==> src/logic/pef_params.svh <==
// Register offsets, bit positions and reset values of the peripheral event flag block.
`ifndef PEF_PARAMS_SVH
`define PEF_PARAMS_SVH

`define PEF_ADDR_W            8
`define PEF_DATA_W            8

`define PEF_ADDR_FLAGS        8'h0c
`define PEF_ADDR_STATUS       8'h0d
`define PEF_ADDR_MASK         8'h0e
`define PEF_ADDR_OVERRUN      8'h0f
`define PEF_ADDR_CAUSE        8'h10

`define PEF_BIT_OVERFLOW      0
`define PEF_BIT_PERIOD        1
`define PEF_BIT_CAPCMP        2
`define PEF_BIT_SERIAL        3
`define PEF_BIT_CONVERTER     6

`define PEF_IMPL_BITS         8'h4f
`define PEF_RESET_FLAGS       8'h00
`define PEF_RESET_MASK        8'h00
`define PEF_READ_UNMAPPED     8'h00

`define PEF_CAUSE_BYTE        0
`define PEF_CAUSE_START       1
`define PEF_CAUSE_STOP        2
`define PEF_CAUSE_RESTART     3
`define PEF_CAUSE_ACK         4
`define PEF_CAUSE_BUS_START   5
`define PEF_CAUSE_BUS_STOP    6
`define PEF_RESET_CAUSE       8'h00

`endif

==> src/logic/pef_pkg.sv <==
// Types shared by the peripheral event flag block.
package pef_pkg;

    typedef enum logic [1:0] {
        PEF_SERIAL_OFF       = 2'h0,
        PEF_SERIAL_SPI       = 2'h1,
        PEF_SERIAL_I2C_SLAVE = 2'h3,
        PEF_SERIAL_I2C_MASTER = 2'h2
    } pef_serial_mode_type;

    typedef enum logic [1:0] {
        PEF_CCP_OFF     = 2'h0,
        PEF_CCP_CAPTURE = 2'h1,
        PEF_CCP_COMPARE = 2'h3,
        PEF_CCP_PWM     = 2'h2
    } pef_ccp_mode_type;

    typedef struct packed {
        logic conv_done;
        logic byte_done;
        logic start_done;
        logic stop_done;
        logic restart_done;
        logic ack_done;
        logic bus_start_seen;
        logic bus_stop_seen;
        logic capture_event;
        logic compare_match;
        logic period_match;
        logic timer_overflow;
    } pef_events_type;

    typedef struct packed {
        pef_serial_mode_type serial_mode;
        logic                serial_idle;
        logic                multi_master;
        pef_ccp_mode_type    ccp_mode;
    } pef_config_type;

    typedef struct packed {
        logic [7:0] addr;
        logic [7:0] wdata;
        logic       wr;
        logic       rd;
    } pef_bus_req_type;

endpackage

==> src/logic/pef_event_decode.sv <==
// Qualifies raw peripheral event pulses by mode and maps them onto flag positions.
`timescale 1ns/100ps
`default_nettype none
`include "pef_params.svh"

module pef_event_decode (
    input  wire pef_pkg::pef_events_type events_i,      // Raw one-cycle event pulses
    input  wire pef_pkg::pef_config_type config_i,      // Peripheral mode settings
    output logic [7:0]                   set_o,         // Per-flag set request
    output logic [7:0]                   cause_o        // Serial port cause vector
);
    import pef_pkg::*;

    logic is_i2c;
    logic is_serial_on;
    logic [7:0] cause;

    always_comb begin
        is_i2c       = (config_i.serial_mode == PEF_SERIAL_I2C_SLAVE) ||
                       (config_i.serial_mode == PEF_SERIAL_I2C_MASTER);
        is_serial_on = (config_i.serial_mode != PEF_SERIAL_OFF);
    end

    ////////////////////////////////////////////////////////////////////////////
    always_comb begin
        cause                          = 8'h00;
        cause[`PEF_CAUSE_BYTE]         = is_serial_on && events_i.byte_done;
        cause[`PEF_CAUSE_START]        = is_i2c && events_i.start_done;
        cause[`PEF_CAUSE_STOP]         = is_i2c && events_i.stop_done;
        cause[`PEF_CAUSE_RESTART]      = is_i2c && events_i.restart_done;
        cause[`PEF_CAUSE_ACK]          = is_i2c && events_i.ack_done;
        // Bus conditions only matter when another master may own the bus.
        cause[`PEF_CAUSE_BUS_START]    = is_i2c && config_i.multi_master &&
                                         config_i.serial_idle && events_i.bus_start_seen;
        cause[`PEF_CAUSE_BUS_STOP]     = is_i2c && config_i.multi_master &&
                                         config_i.serial_idle && events_i.bus_stop_seen;
    end

    ////////////////////////////////////////////////////////////////////////////
    always_comb begin
        set_o                     = 8'h00;
        set_o[`PEF_BIT_CONVERTER] = events_i.conv_done;
        set_o[`PEF_BIT_SERIAL]    = |cause;
        // In PWM mode the capture/compare position is unused and never set.
        set_o[`PEF_BIT_CAPCMP]    = ((config_i.ccp_mode == PEF_CCP_CAPTURE) && events_i.capture_event) ||
                                    ((config_i.ccp_mode == PEF_CCP_COMPARE) && events_i.compare_match);
        set_o[`PEF_BIT_PERIOD]    = events_i.period_match;
        set_o[`PEF_BIT_OVERFLOW]  = events_i.timer_overflow;
        cause_o                   = cause;
    end

endmodule
`default_nettype wire

==> src/logic/pef_flags.sv <==
// Peripheral event flag register with sticky status, mask and interrupt output.
//
// Operation
// Positions 7, 5 and 4 read zero and hold no state.
// Position 6 sets when a conversion finishes; zero means none pending.
// Position 3 sets on every completed serial byte transfer, SPI or I2C.
// In I2C mode position 3 also sets when own start/stop/restart/ack completes.
// Multi-master I2C: bus start or stop seen while idle sets position 3.
// Software clears the serial flag before leaving its service routine.
// Capture mode: position 2 sets on capture, stays until software clears.
// Compare mode: position 2 sets on match; unused in PWM mode.
// Position 1 sets when second timer count equals its period.
// Position 0 sets when first timer count overflows.
// Flags set on events regardless of any enable bit.
// Flags reset to zero; hardware set beats a same-cycle software write.
`timescale 1ns/100ps
`default_nettype none
`include "pef_params.svh"

module pef_flags #(
    parameter logic [7:0] IMPL_BITS = `PEF_IMPL_BITS    // Positions that hold state
) (
    input  wire logic                     clock_i,      // System clock, 200 MHz
    input  wire logic                     rst_i,        // Asynchronous reset, active high
    input  wire pef_pkg::pef_bus_req_type bus_i,        // Register access request
    output logic [7:0]                    rdata_o,      // Read data, cycle after the read strobe
    input  wire pef_pkg::pef_events_type  events_i,     // Peripheral event pulses
    input  wire pef_pkg::pef_config_type  config_i,     // Peripheral mode settings
    output logic [7:0]                    flags_o,      // Flag register, registered one cycle late
    output logic                          irq_o         // Level interrupt
);
    import pef_pkg::*;

    logic [7:0] set_req;
    logic [7:0] cause_req;
    logic [7:0] flags;
    logic [7:0] status;
    logic [7:0] mask;
    logic [7:0] overrun;
    logic [7:0] cause;
    logic [7:0] next_rdata;
    logic       wr_flags;
    logic       wr_status;
    logic       wr_mask;
    logic       wr_overrun;

    ////////////////////////////////////////////////////////////////////////////
    pef_event_decode u_decode (
        .events_i (events_i),
        .config_i (config_i),
        .set_o    (set_req),
        .cause_o  (cause_req)
    );

    ////////////////////////////////////////////////////////////////////////////
    // Address decode. Strobes never overlap, so one write target per cycle.
    always_comb begin
        wr_flags   = bus_i.wr && (bus_i.addr == `PEF_ADDR_FLAGS);
        wr_status  = bus_i.wr && (bus_i.addr == `PEF_ADDR_STATUS);
        wr_mask    = bus_i.wr && (bus_i.addr == `PEF_ADDR_MASK);
        wr_overrun = bus_i.wr && (bus_i.addr == `PEF_ADDR_OVERRUN);
    end

    ////////////////////////////////////////////////////////////////////////////
    // One slice per flag position. Unused positions are constant zero, so a
    // write of ones there is dropped and never shows on a read.
    for (genvar i = 0; i < 8; i++) begin : g_bit
        if (IMPL_BITS[i]) begin : g_impl
            // The flag itself is plain read/write; software may also set it.
            always_ff @(posedge clock_i or posedge rst_i) begin
                if (rst_i) begin
                    flags[i] <= 1'b0;
                end else if (set_req[i]) begin
                    flags[i] <= 1'b1;
                end else if (wr_flags) begin
                    flags[i] <= bus_i.wdata[i];
                end
            end

            // Sticky status, cleared by writing a one; set wins over clear.
            always_ff @(posedge clock_i or posedge rst_i) begin
                if (rst_i) begin
                    status[i] <= 1'b0;
                end else if (set_req[i]) begin
                    status[i] <= 1'b1;
                end else if (wr_status && bus_i.wdata[i]) begin
                    status[i] <= 1'b0;
                end
            end

            always_ff @(posedge clock_i or posedge rst_i) begin
                if (rst_i) begin
                    mask[i] <= 1'(`PEF_RESET_MASK >> i);
                end else if (wr_mask) begin
                    mask[i] <= bus_i.wdata[i];
                end
            end

            // A second event on a flag that is still set cannot be told apart
            // from the first; this bit records that one was merged.
            always_ff @(posedge clock_i or posedge rst_i) begin
                if (rst_i) begin
                    overrun[i] <= 1'b0;
                end else if (set_req[i] && flags[i]) begin
                    overrun[i] <= 1'b1;
                end else if (wr_overrun && bus_i.wdata[i]) begin
                    overrun[i] <= 1'b0;
                end
            end
        end else begin : g_unused
            assign flags[i]   = 1'b0;
            assign status[i]  = 1'b0;
            assign mask[i]    = 1'b0;
            assign overrun[i] = 1'b0;
        end
    end

    ////////////////////////////////////////////////////////////////////////////
    // Serial cause record: the serial flag has many sources, so software can
    // see which ones fired since it last cleared this register. Writing a one
    // clears a cause bit; a fresh cause in the same cycle stays.
    always_ff @(posedge clock_i or posedge rst_i) begin
        if (rst_i) begin
            cause <= `PEF_RESET_CAUSE;
        end else if (bus_i.wr && (bus_i.addr == `PEF_ADDR_CAUSE)) begin
            cause <= (cause & ~bus_i.wdata) | cause_req;
        end else begin
            cause <= cause | cause_req;
        end
    end

    ////////////////////////////////////////////////////////////////////////////
    // Read mux. Unmapped addresses answer zero.
    always_comb begin
        case (bus_i.addr)
            `PEF_ADDR_FLAGS:   next_rdata = flags & IMPL_BITS;
            `PEF_ADDR_STATUS:  next_rdata = status;
            `PEF_ADDR_MASK:    next_rdata = mask;
            `PEF_ADDR_OVERRUN: next_rdata = overrun;
            `PEF_ADDR_CAUSE:   next_rdata = cause;
            default:           next_rdata = `PEF_READ_UNMAPPED;
        endcase
    end

    // Read data stand only in the cycle after the strobe and are zero otherwise.
    always_ff @(posedge clock_i or posedge rst_i) begin
        if (rst_i) begin
            rdata_o <= 8'h00;
        end else if (bus_i.rd) begin
            rdata_o <= next_rdata;
        end else begin
            rdata_o <= 8'h00;
        end
    end

    ////////////////////////////////////////////////////////////////////////////
    always_ff @(posedge clock_i or posedge rst_i) begin
        if (rst_i) begin
            flags_o <= `PEF_RESET_FLAGS;
        end else begin
            flags_o <= flags;
        end
    end

    // Registered for a clean output; the interrupt lags status by one cycle.
    always_ff @(posedge clock_i or posedge rst_i) begin
        if (rst_i) begin
            irq_o <= 1'b0;
        end else begin
            irq_o <= |(status & mask);
        end
    end

endmodule
`default_nettype wire

==> config.mk <==
export PLATFORM = sky130hd
export DESIGN_NAME = pef_flags
export DESIGN_NICKNAME = d
export VERILOG_FILES = /design/src/logic/pef_pkg.sv /design/src/logic/pef_event_decode.sv /design/src/logic/pef_flags.sv
export VERILOG_INCLUDE_DIRS = /design/src /design/src/logic
export SDC_FILE = /design/constraint.sdc
export NUM_CORES = 1
export LEC_CHECK = 0
export BUFFER_PORTS_ARGS = -buffer_cell sky130_fd_sc_hd__buf_2
export CAP_MARGIN = 20
export CORE_MARGIN = 1
export CORE_UTILIZATION = 25
export CTS_CLUSTER_SIZE = 30
export DETAILED_ROUTE_END_ITERATION = 10
export GPL_TIMING_DRIVEN = 0
export PLACE_DENSITY = 0.44
export SETUP_SLACK_MARGIN = 0.3
export SYNTH_ARGS = -nofsm -noshare
export SYNTH_HDL_FRONTEND = slang
export SYNTH_SLANG_ARGS = --single-unit
==> constraint.sdc <==
create_clock -name clock_i -period 1.31 [get_ports clock_i]
set_input_delay 0.1965 -clock clock_i [delete_from_list [all_inputs] [get_ports clock_i]]
set_output_delay 0.1965 -clock clock_i [all_outputs]
set_load 0.01 [all_outputs]
==> results of run 1 <==
[cell usage in the layout, fill, tap and decap left out, types with 2 or more instances in the layout]
cell type  instances
a211o_1            4
a21o_1             4
a21oi_1            2
a22o_1            10
a22oi_1            4
a22oi_2            6
and2_1             5
and3_1             2
and3_4             4
buf_2             42
buf_4             20
buf_6             10
clkbuf_8           5
clkinv_2           2
conb_1             3
dfrtp_1           42
inv_1              6
mux2_4            10
mux2i_1            2
nand2_1           13
nand3_1            3
nand3_2            5
nand4_4            2
nor2_1             5
nor2_4             2
o21ai_0            2
o22ai_1            3
o22ai_2            2
[critical path, delay by kind of cell, from the launching register on]
kind               cells  cell delay (ns)
DFF                    1             0.41
muxes                  1             0.27
AOI/OAI and AO/OA      2             0.26
and+or+nand+nor        1             0.15
[kinds of logic (layout without fill, tap and decap cells)]
kind of cell / count (synthesis) / count (layout)
flops: 42 / 42
buf+inv: 15 / 89
simple gates: 51 / 52
compound gates: 43 / 43
mux: 12 / 12
other cells: 1 / 3
[path summary, 6_finish.rpt]
path / depth (start not counted) / slack (ns) / end / start
worst max-delay path: 4 / 0.12 / rdata_o[2] / overrun[2]
worst min-delay path: 2 / 0.08 / rdata_o[5] / rst_i
worst max register to register: 4 / 0.12 / rdata_o[2] / overrun[2]
worst min register to register: 0 / 0.45 / flags_o[6] / flags[6]
max in group asynchronous: 2 / 0.74 / status[0] / rst_i
min in group clock_i: 2 / 0.08 / cause[7] / bus_i[9]
[per-stage QoR]
step,TNS [ns],worst slack [ns]
global placement,-4.00,-0.373
global route,0,0.0808
floorplan,0,0.0282
CTS,0,0.115
detailed placement,-4.03,-0.370
finish,0,0.119
[sequential cells by signal, summed over array words and instances (netlist names)]
| signal | count |
|---|---|
| irq_o | 1 |
| overrun | 5 |
| flags | 5 |
| flags_o | 5 |
| mask | 5 |
| status | 5 |
| rdata_o | 8 |
| cause | 8 |
[where the power goes]
part	switching [mW]	leakage, nW	internal [mW]
clock	0.443	0.0438	0.358
sequential	0.0102	0.440	1.32
combinational	0.173	0.743	0.167
[routing by layer]
layer  global-route usage  vias up
li1                     -      761
met1                0.192      780
met5                    0        -
met4               0.0543        0
met3               0.0252       10
met2                0.211       45
[cell usage after synthesis, types with 2 or more instances]
cell type / instances / area [µm²]
o22ai_1: 5 / 31.3
a211o_1: 4 / 35.0
nand3_1: 8 / 40.0
buf_4: 4 / 30.0
inv_1: 7 / 26.3
dfrtp_1: 42 / 1050
mux2_2: 10 / 113
a22oi_1: 10 / 75.1
a22o_1: 10 / 87.6
and3_1: 7 / 43.8
a21oi_1: 2 / 10.0
mux2i_1: 2 / 20.0
and2_1: 5 / 31.3
nand2_1: 14 / 52.6
nor2_1: 6 / 22.5
o21ai_0: 3 / 15.0
a21o_1: 4 / 30.0
buf_2: 3 / 15.0
[cell type report]
type | count | area (µm²) | share of cell area
Clock inverter | 2 | 10.0 | 0.00364
Sequential cell | 42 | 1050 | 0.382
Buffer | 8 | 81.3 | 0.0296
Timing Repair Buffer | 67 | 432 | 0.157
Clock buffer | 5 | 68.8 | 0.0250
Inverter | 7 | 30.0 | 0.0109
Multi-Input combinational cell | 110 | 953 | 0.347
Tap cell | 99 | 124 | 0.0450
[timing repair]
item | CTS | global route
gates resized for setup | 17 | 25
pin swaps | 9 | 22
cloned | 0 | 1
endpoints found under the setup margin | 35 | 43
hold endpoints to repair | 0 | 0
buffers inserted | 15 | 3
==> reports/results.tsv, run 1 <==
metric	value	unit
status	completed	
Placement Cell Area	0.00233	mm²
cell area power density	898	mW/mm²
Initial Util	0.259	
die height	88.8	µm
vias in the first global route	1478	
Max clock buf depth	2	
Final Util	0.379	
CP Capture Type	register	
clk sinks	42	
largest family of logic cells by synthesized area	compound AO/OA/AOI/OAI gates	
WL met1	2.57	mm
die extent in x	88.8	µm
Slew headroom	0.395	
GR Util All Layers	0.138	
minimum clock period after layout	1.19	ns
hold_ws	0.0768	ns
met3 wire len	189	µm
Rows	31	
type of the most critical hold path	primary input to async pin	
Least-Margin Pin Slew	0.906	ns
number of synthesized flops with an enable pin	0	
Max Freq	840	MHz
hpwl dp	3.52	mm
TritonCTS Buffers	5	
number of warnings issued by yosys	0	
Synth Area in XOR/XNOR	0	
critical-path cell list	mux2_4 > a22oi_2 > o22ai_2 > and2_1	
Synth Instances	164	
synth unique cells	36	
FF+latch count, synth	42	
arrival time of the worst setup path	1.38	ns
TritonCTS clock tree	built	
hold-fix buffers at CTS	0	
mux cell area share after synthesis	0.0705	
Slew Viols, Final	0	
antenna cells	0	
Initial DRT Pass Iterations	4	
IO Count	55	
non-filler cells in the finished layout	340	
Post-Syn Area	0.00188	mm²
Simple-Gate Fraction of Synth Area	0.156	
Detailed Route WL	5.31	mm
synthesis-to-layout area growth	46.1	%
Setup CP Type	register to register	
# DRC	0	
DR iter-0 viols	67	
fin crit share	0.909	
async set-reset flop share out of synthesis	1.00	
max-cap check violation count	0	
Placed Cells	314	
vias	1596	
uppermost layer routed	met4	
GRT overflow	0	
Syn Area/Cell	11.5	µm²
total power	2.47	mW
Final Skew	0.00398	ns
Adder-Cell Fraction of Synth Area	0	
layout cell share with drive strength beyond 1	0.510	
Total Nets Final	279	
largest net degree at the start of global routing	43	
Seq/Total Area, Yosys	0.559	
WL/cell	15.6	µm
Synth Flop Type	dfrtp_1	
Antenna Violating Nets Remaining	0	
Design Area, Final	0.00275	mm²
final-report hold violation count	0	
CP max stage cell	dfrtp_1	
H-tree depth	2	
CP max FO	2	
Final Wtd Congestion	0.698	
required time worst endpoint	1.50	ns
Root Driver	clkbuf_8	
FILL cells	725	
delay of the slowest cell on the worst path	0.41	ns
wire length of the first global-routing pass	7.91	mm
DR WL met2	2.43	mm
VDD IR max	308	µV
initial antenna violation count	0	
Final Setup Violations	0	
die footprint	0.00788	mm²
Critical Path Source Type	register	
compound-gate portion of the synthesized area	0.174	
Core ar.	0.00725	mm²
P_leak	1.23	nW
unrepaired setup endpoints after global routing	yes	
Via density	4.69	
insertion delay to the later sink of the worst-skew pair	0.30	ns
IO Port Bufs	49	
Worst-path clk slew	0.08	ns
Note: power is estimated with default switching activity, not from simulation.
==> run 2: changes to the inputs <==
Settings changed: CORE_ASPECT_RATIO set to 0.9, RECOVER_POWER set to 50.
==> reports/results.tsv, run 2 (synthesis gave the netlist of run 1 again) <==
metric	value	unit	change
required time worst endpoint	1.51	ns	about the same
delay of the slowest cell on the worst path	0.40	ns	about the same
Worst-path clk slew	0.08	ns	about the same
WL/cell	16.2	µm	+3.9%
Max clock buf depth	2		unchanged
hold_ws	0.102	ns	+0.0253 ns
type of the most critical hold path	primary input to register		
Final Skew	0.00342	ns	-0.000558 ns
final-report hold violation count	0		unchanged
CP max FO	2		unchanged
P_leak	1.24	nW	+1.3%
vias	1582		-0.88%
Clock Power Share	0.347		+0.022
CP max stage cell	dfrtp_1		
Crit path max-delay family	flip-flops		
clk sinks	42		unchanged
max-cap check violation count	0		unchanged
Root Driver	clkbuf_8		
sw frac	0.258		+0.00376
critical-path cell list	mux2_4 > a22oi_2 > o22ai_1 > and2_1		
# DRC	0		unchanged
Critical Path Source Type	register		
Total Nets Final	282		+1.1%
TritonCTS Buffers	5		unchanged
wire length of the first global-routing pass	8.21	mm	+3.8%
insertion delay to the later sink of the worst-skew pair	0.30	ns	about the same
GR Util All Layers	0.140		+0.00244
IO Port Bufs	49		unchanged
die height	84.3	µm	-5.0%
Internal Power	1.93	mW	+4.5%
synthesis-to-layout area growth	49.5	%	
status	completed		
Top Registers	cause x8, rdata_o x8		
TritonCTS clock tree	built		
IO Count	55		unchanged
H-tree depth	2		unchanged
Slew Viols, Final	0		unchanged
sequential share of power	0.512		-0.026
GRT overflow	0		unchanged
worst r2r src	mask[0]		
fin crit share	0.906		-0.00246
VDD IR max	378	µV	+23%
unrepaired setup endpoints after global routing	yes		
Final Setup Violations	0		unchanged
hold wc startpoint	bus_i[9]		
arrival time of the worst setup path	1.39	ns	about the same
Via density	4.68		-0.29%
Rows	29		-6.5%
vias in the first global route	1554		+5.1%
DR iter-0 viols	55		-18%
Final Wtd Congestion	0.746		+6.8%
layout cell share with drive strength beyond 1	0.494		-0.0165
antenna cells	0		unchanged
cell area power density	922	mW/mm²	+2.7%
worst path bufs/invs	0		unchanged
CP Capture Type	register		
Antenna Violating Nets Remaining	0		unchanged
die extent in x	93.5	µm	+5.3%
most frequent cells in the layout	dfrtp_1 (42), buf_2 (37), buf_4 (18), buf_6 (12)		
minimum clock period after layout	1.19	ns	-0.00322 ns
Logic pwr share	0.141		+0.003
Setup crit start	mask[0]		
Psw	0.668	mW	+6.6%
Placed Cells	308		-1.9%
leading cell type in the layout, fill and taps excluded	dfrtp_1		
Initial DRT Pass Iterations	4		unchanged
Max Freq	842	MHz	+0.27%
die footprint	0.00788	mm²	about the same
largest net degree at the start of global routing	43		unchanged
initial antenna violation count	0		unchanged
Detailed Route WL	5.48	mm	+3.2%
non-filler cells in the finished layout	338		-0.59%
Core ar.	0.00715	mm²	-1.4%
hpwl dp	3.57	mm	+1.3%
Initial Util	0.263		+0.00381
Setup CP Type	register to register		
run 2: cell types whose count changed in the layout (fill, tap and decap cells not counted), sizes merged:
cell	previous run	this run
clkinv	2	1
clkbuf	6	12
dlygate4sd3	0	1
buf	74	71
clkinvlp	1	2
run 2: worst paths after layout:
| path | slack, ns | to | cells past startpoint |
|---|---|---|---|
| min reg2reg | 0.46 | flags_o[3] | 0 |
| max | 0.12 | rdata_o[0] | 4 |
| max reg2reg | 0.12 | rdata_o[0] | 4 |
| min in group asynchronous | 0.43 | overrun[6] | 3 |
| max in group asynchronous | 0.43 | cause[4] | 4 |
| min | 0.10 | cause[7] | 2 |
run 2: worst reg2reg max path, delay by kind of cell, from the launching register on:
| kind | cells | cell delay (ns) |
|---|---|---|
| AO/OA/AOI/OAI | 2 | 0.24 |
| flip-flops | 1 | 0.40 |
| multiplexers | 1 | 0.28 |
| AND/OR/NAND/NOR | 1 | 0.16 |
run 2: what timing repair did:
item                                    4_1_cts  5_1_grt
endpoints found under the setup margin       34       48
gates cloned                                  0        1
pin swaps                                     6       28
setup buffers                                14        5
hold buffers                                  0        1
endpoints found under the hold margin         0       17
gates resized for setup                      18       31
run 2: metrics by stage:
| step | util | cell area [µm²] | power (mW) | TNS (ns) | worst slack (ns) |
|---|---|---|---|---|---|
| 6_report | 0.393 | 2810 | 2.59 | 0 | 0.123 |
| 5_1_grt | 0.393 | 2810 | 2.71 | 0 | 0.0985 |
| 4_1_cts | 0.366 | 2620 | 2.58 | 0 | 0.135 |
| 3_5_place_dp | 0.325 | 2320 | 1.63 | -4.07 | -0.353 |
| 3_3_place_gp | 0.325 | 2320 | 1.63 | -4.14 | -0.383 |
| 2_1_floorplan | - | 1960 | 1.50 | 0 | 0.0282 |
run 2: final cells by class:
cell class | count | area [µm²]
clock inverter | 2 | 12.5
timing repair buffer | 70 | 483
buffer | 8 | 81.3
multi-input combinational | 110 | 956
sequential | 42 | 1050
clock buffer | 6 | 82.6
inverter | 7 | 30.0
tap | 93 | 116
fill | 707 | 4340
run 2: power groups by stage:
stage	logic [mW]	registers [mW]	clock network, mW
after global routing	0.396	1.33	0.981
after CTS	0.325	1.33	0.924
final	0.365	1.33	0.901
after floorplan	0.148	1.36	0
after global placement	0.275	1.35	0
after detailed placement	0.275	1.35	0
run 2: per-layer routing:
metal  vias to the layer above  global-route usage  routed length [µm]  share of wire
met3                         7              0.0344                 236          0.043
met4                         0              0.0462                  76          0.014
met5                         -                   0                   0              0
met2                        39               0.210                2500           0.46
met1                       772               0.198                2670           0.49
li1                        764                   -                   -              -
==> run 3: changes to the inputs <==
Settings changed: RECOVER_POWER 50 to unset.
==> reports/results.tsv, run 3 (synthesis gave the netlist of run 1 again) <==
metric	value	unit	change
wire length of the first global-routing pass	8.21	mm	unchanged
DR iter-0 viols	51		-7.3%
sequential share of power	0.512		about the same
WL/cell	16.1	µm	-0.51%
Worst-path clk slew	0.08	ns	about the same
arrival time of the worst setup path	1.39	ns	about the same
Initial Util	0.263		unchanged
vias in the first global route	1554		unchanged
unrepaired setup endpoints after global routing	yes		
Initial DRT Pass Iterations	4		unchanged
IO Port Bufs	49		unchanged
Rows	29		unchanged
Detailed Route WL	5.45	mm	-0.51%
GRT overflow	0		unchanged
CP max FO	2		unchanged
TritonCTS clock tree	built		
Via density	4.66		-0.38%
H-tree depth	2		unchanged
Final Setup Violations	0		unchanged
Final Wtd Congestion	0.746		unchanged
Top Registers	cause x8, rdata_o x8		
CP Capture Type	register		
max-cap check violation count	0		unchanged
Antenna Violating Nets Remaining	0		unchanged
largest net degree at the start of global routing	43		unchanged
most frequent cells in the layout	dfrtp_1 (42), buf_2 (42), buf_4 (18), buf_6 (12)		
Slew Viols, Final	0		unchanged
GR Util All Layers	0.140		unchanged
fin crit share	0.913		+0.00625
insertion delay to the later sink of the worst-skew pair	0.30	ns	about the same
Core ar.	0.00715	mm²	unchanged
Critical Path Source Type	register		
vias	1576		-0.38%
Setup CP Type	register to register		
Psw	0.666	mW	-0.36%
TritonCTS Buffers	5		unchanged
VDD IR max	378	µV	about the same
R2R setup slack	0.11	ns	about the same
Worst Reg-to-Reg Cells	4		unchanged
non-filler cells in the finished layout	338		unchanged
status	completed		
Internal Power	1.93	mW	about the same
die height	84.3	µm	unchanged
required time worst endpoint	1.51	ns	about the same
Final Skew	0.00345	ns	+0.0000255 ns
type of the most critical hold path	primary input to register		
minimum clock period after layout	1.20	ns	+0.00819 ns
P_leak	1.26	nW	+1.6%
total power	2.59	mW	about the same
die extent in x	93.5	µm	unchanged
clk sinks	42		unchanged
Clock Power Share	0.346		about the same
die footprint	0.00788	mm²	unchanged
worst r2r src	mask[0]		
layout cell share with drive strength beyond 1	0.527		+0.0327
hpwl dp	3.57	mm	unchanged
Total Nets Final	282		unchanged
Max clock buf depth	2		unchanged
cell area power density	916	mW/mm²	-0.65%
Placed Cells	308		unchanged
IO Count	55		unchanged
Max Freq	836	MHz	-0.68%
sw frac	0.257		-0.000838
synthesis-to-layout area growth	50.4	%	
# DRC	0		unchanged
final-report hold violation count	0		unchanged
Setup crit start	mask[0]		
antenna cells	0		unchanged
r2r endpoint	rdata_o[0]		
Sum Neg Setup Slack	0	ns	unchanged
initial antenna violation count	0		unchanged
Logic pwr share	0.142		about the same
Root Driver	clkbuf_8		
Worst Setup EP	rdata_o[0]		
## run 3: timing repair
action                     CTS  global route
pin swaps                    6            28
resized for setup           18            31
setup buffers               14             5
setup endpoints to repair   34            48
cloned                       0             1
hold buffers                 0             1
hold endpoints to repair     0            17
## run 3: area by class of cell
| cell class | count | area (µm²) |
|---|---|---|
| repair buffers | 70 | 489 |
| multi-input cells | 110 | 967 |
| inverters | 7 | 30.0 |
| plain buffers | 8 | 81.3 |
| well taps | 93 | 116 |
| clock buffers | 6 | 82.6 |
| clock inverters | 2 | 12.5 |
| flip-flops and latches | 42 | 1050 |
| fillers | 705 | 4320 |
## run 3: power by group through the flow
stage                     logic, mW  registers (mW)  clock network (mW)
after floorplan               0.148            1.36                   0
after global placement        0.275            1.35                   0
after detailed placement      0.275            1.35                   0
after CTS                     0.325            1.33               0.924
after global routing          0.399            1.33               0.981
final                         0.368            1.33               0.898
## run 3: per-stage QoR
stage | util | worst slack [ns] | hold WS, ns | cell area (µm²)
after CTS | 0.366 | 0.135 | 0.0600 | 2620
after global placement | 0.325 | -0.383 | 0.385 | 2320
after detailed placement | 0.325 | -0.353 | 0.386 | 2320
after floorplan | - | 0.0282 | 0.188 | 1960
after global routing | 0.396 | 0.100 | 0.101 | 2830
final | 0.396 | 0.114 | 0.105 | 2830
## run 3: per-layer routing
layer	GRT usage	part of all wire	vias to the layer above
met5	0	0	-
met4	0.0462	0.013	0
met3	0.0344	0.044	7
met2	0.210	0.46	39
met1	0.198	0.48	768
li1	-	-	762
## run 3: worst min path at each step
stage                        start        to  slack (ns)  cells after the start
final                     bus_i[9]  cause[7]        0.11                      2
after global placement    bus_i[9]  cause[7]        0.38                      2
after global routing      bus_i[9]  cause[7]        0.10                      2
after CTS                 bus_i[9]  cause[7]        0.06                      2
after floorplan              rst_i  cause[0]        0.19                      1
after detailed placement  bus_i[9]  cause[7]        0.39                      2
## run 3: critical path, cell delays in order (launching register included)
cell,delay [ns]
dfrtp_1,0.40
mux2_4,0.28
a22oi_2,0.13
o22ai_1,0.12
and2_1,0.16
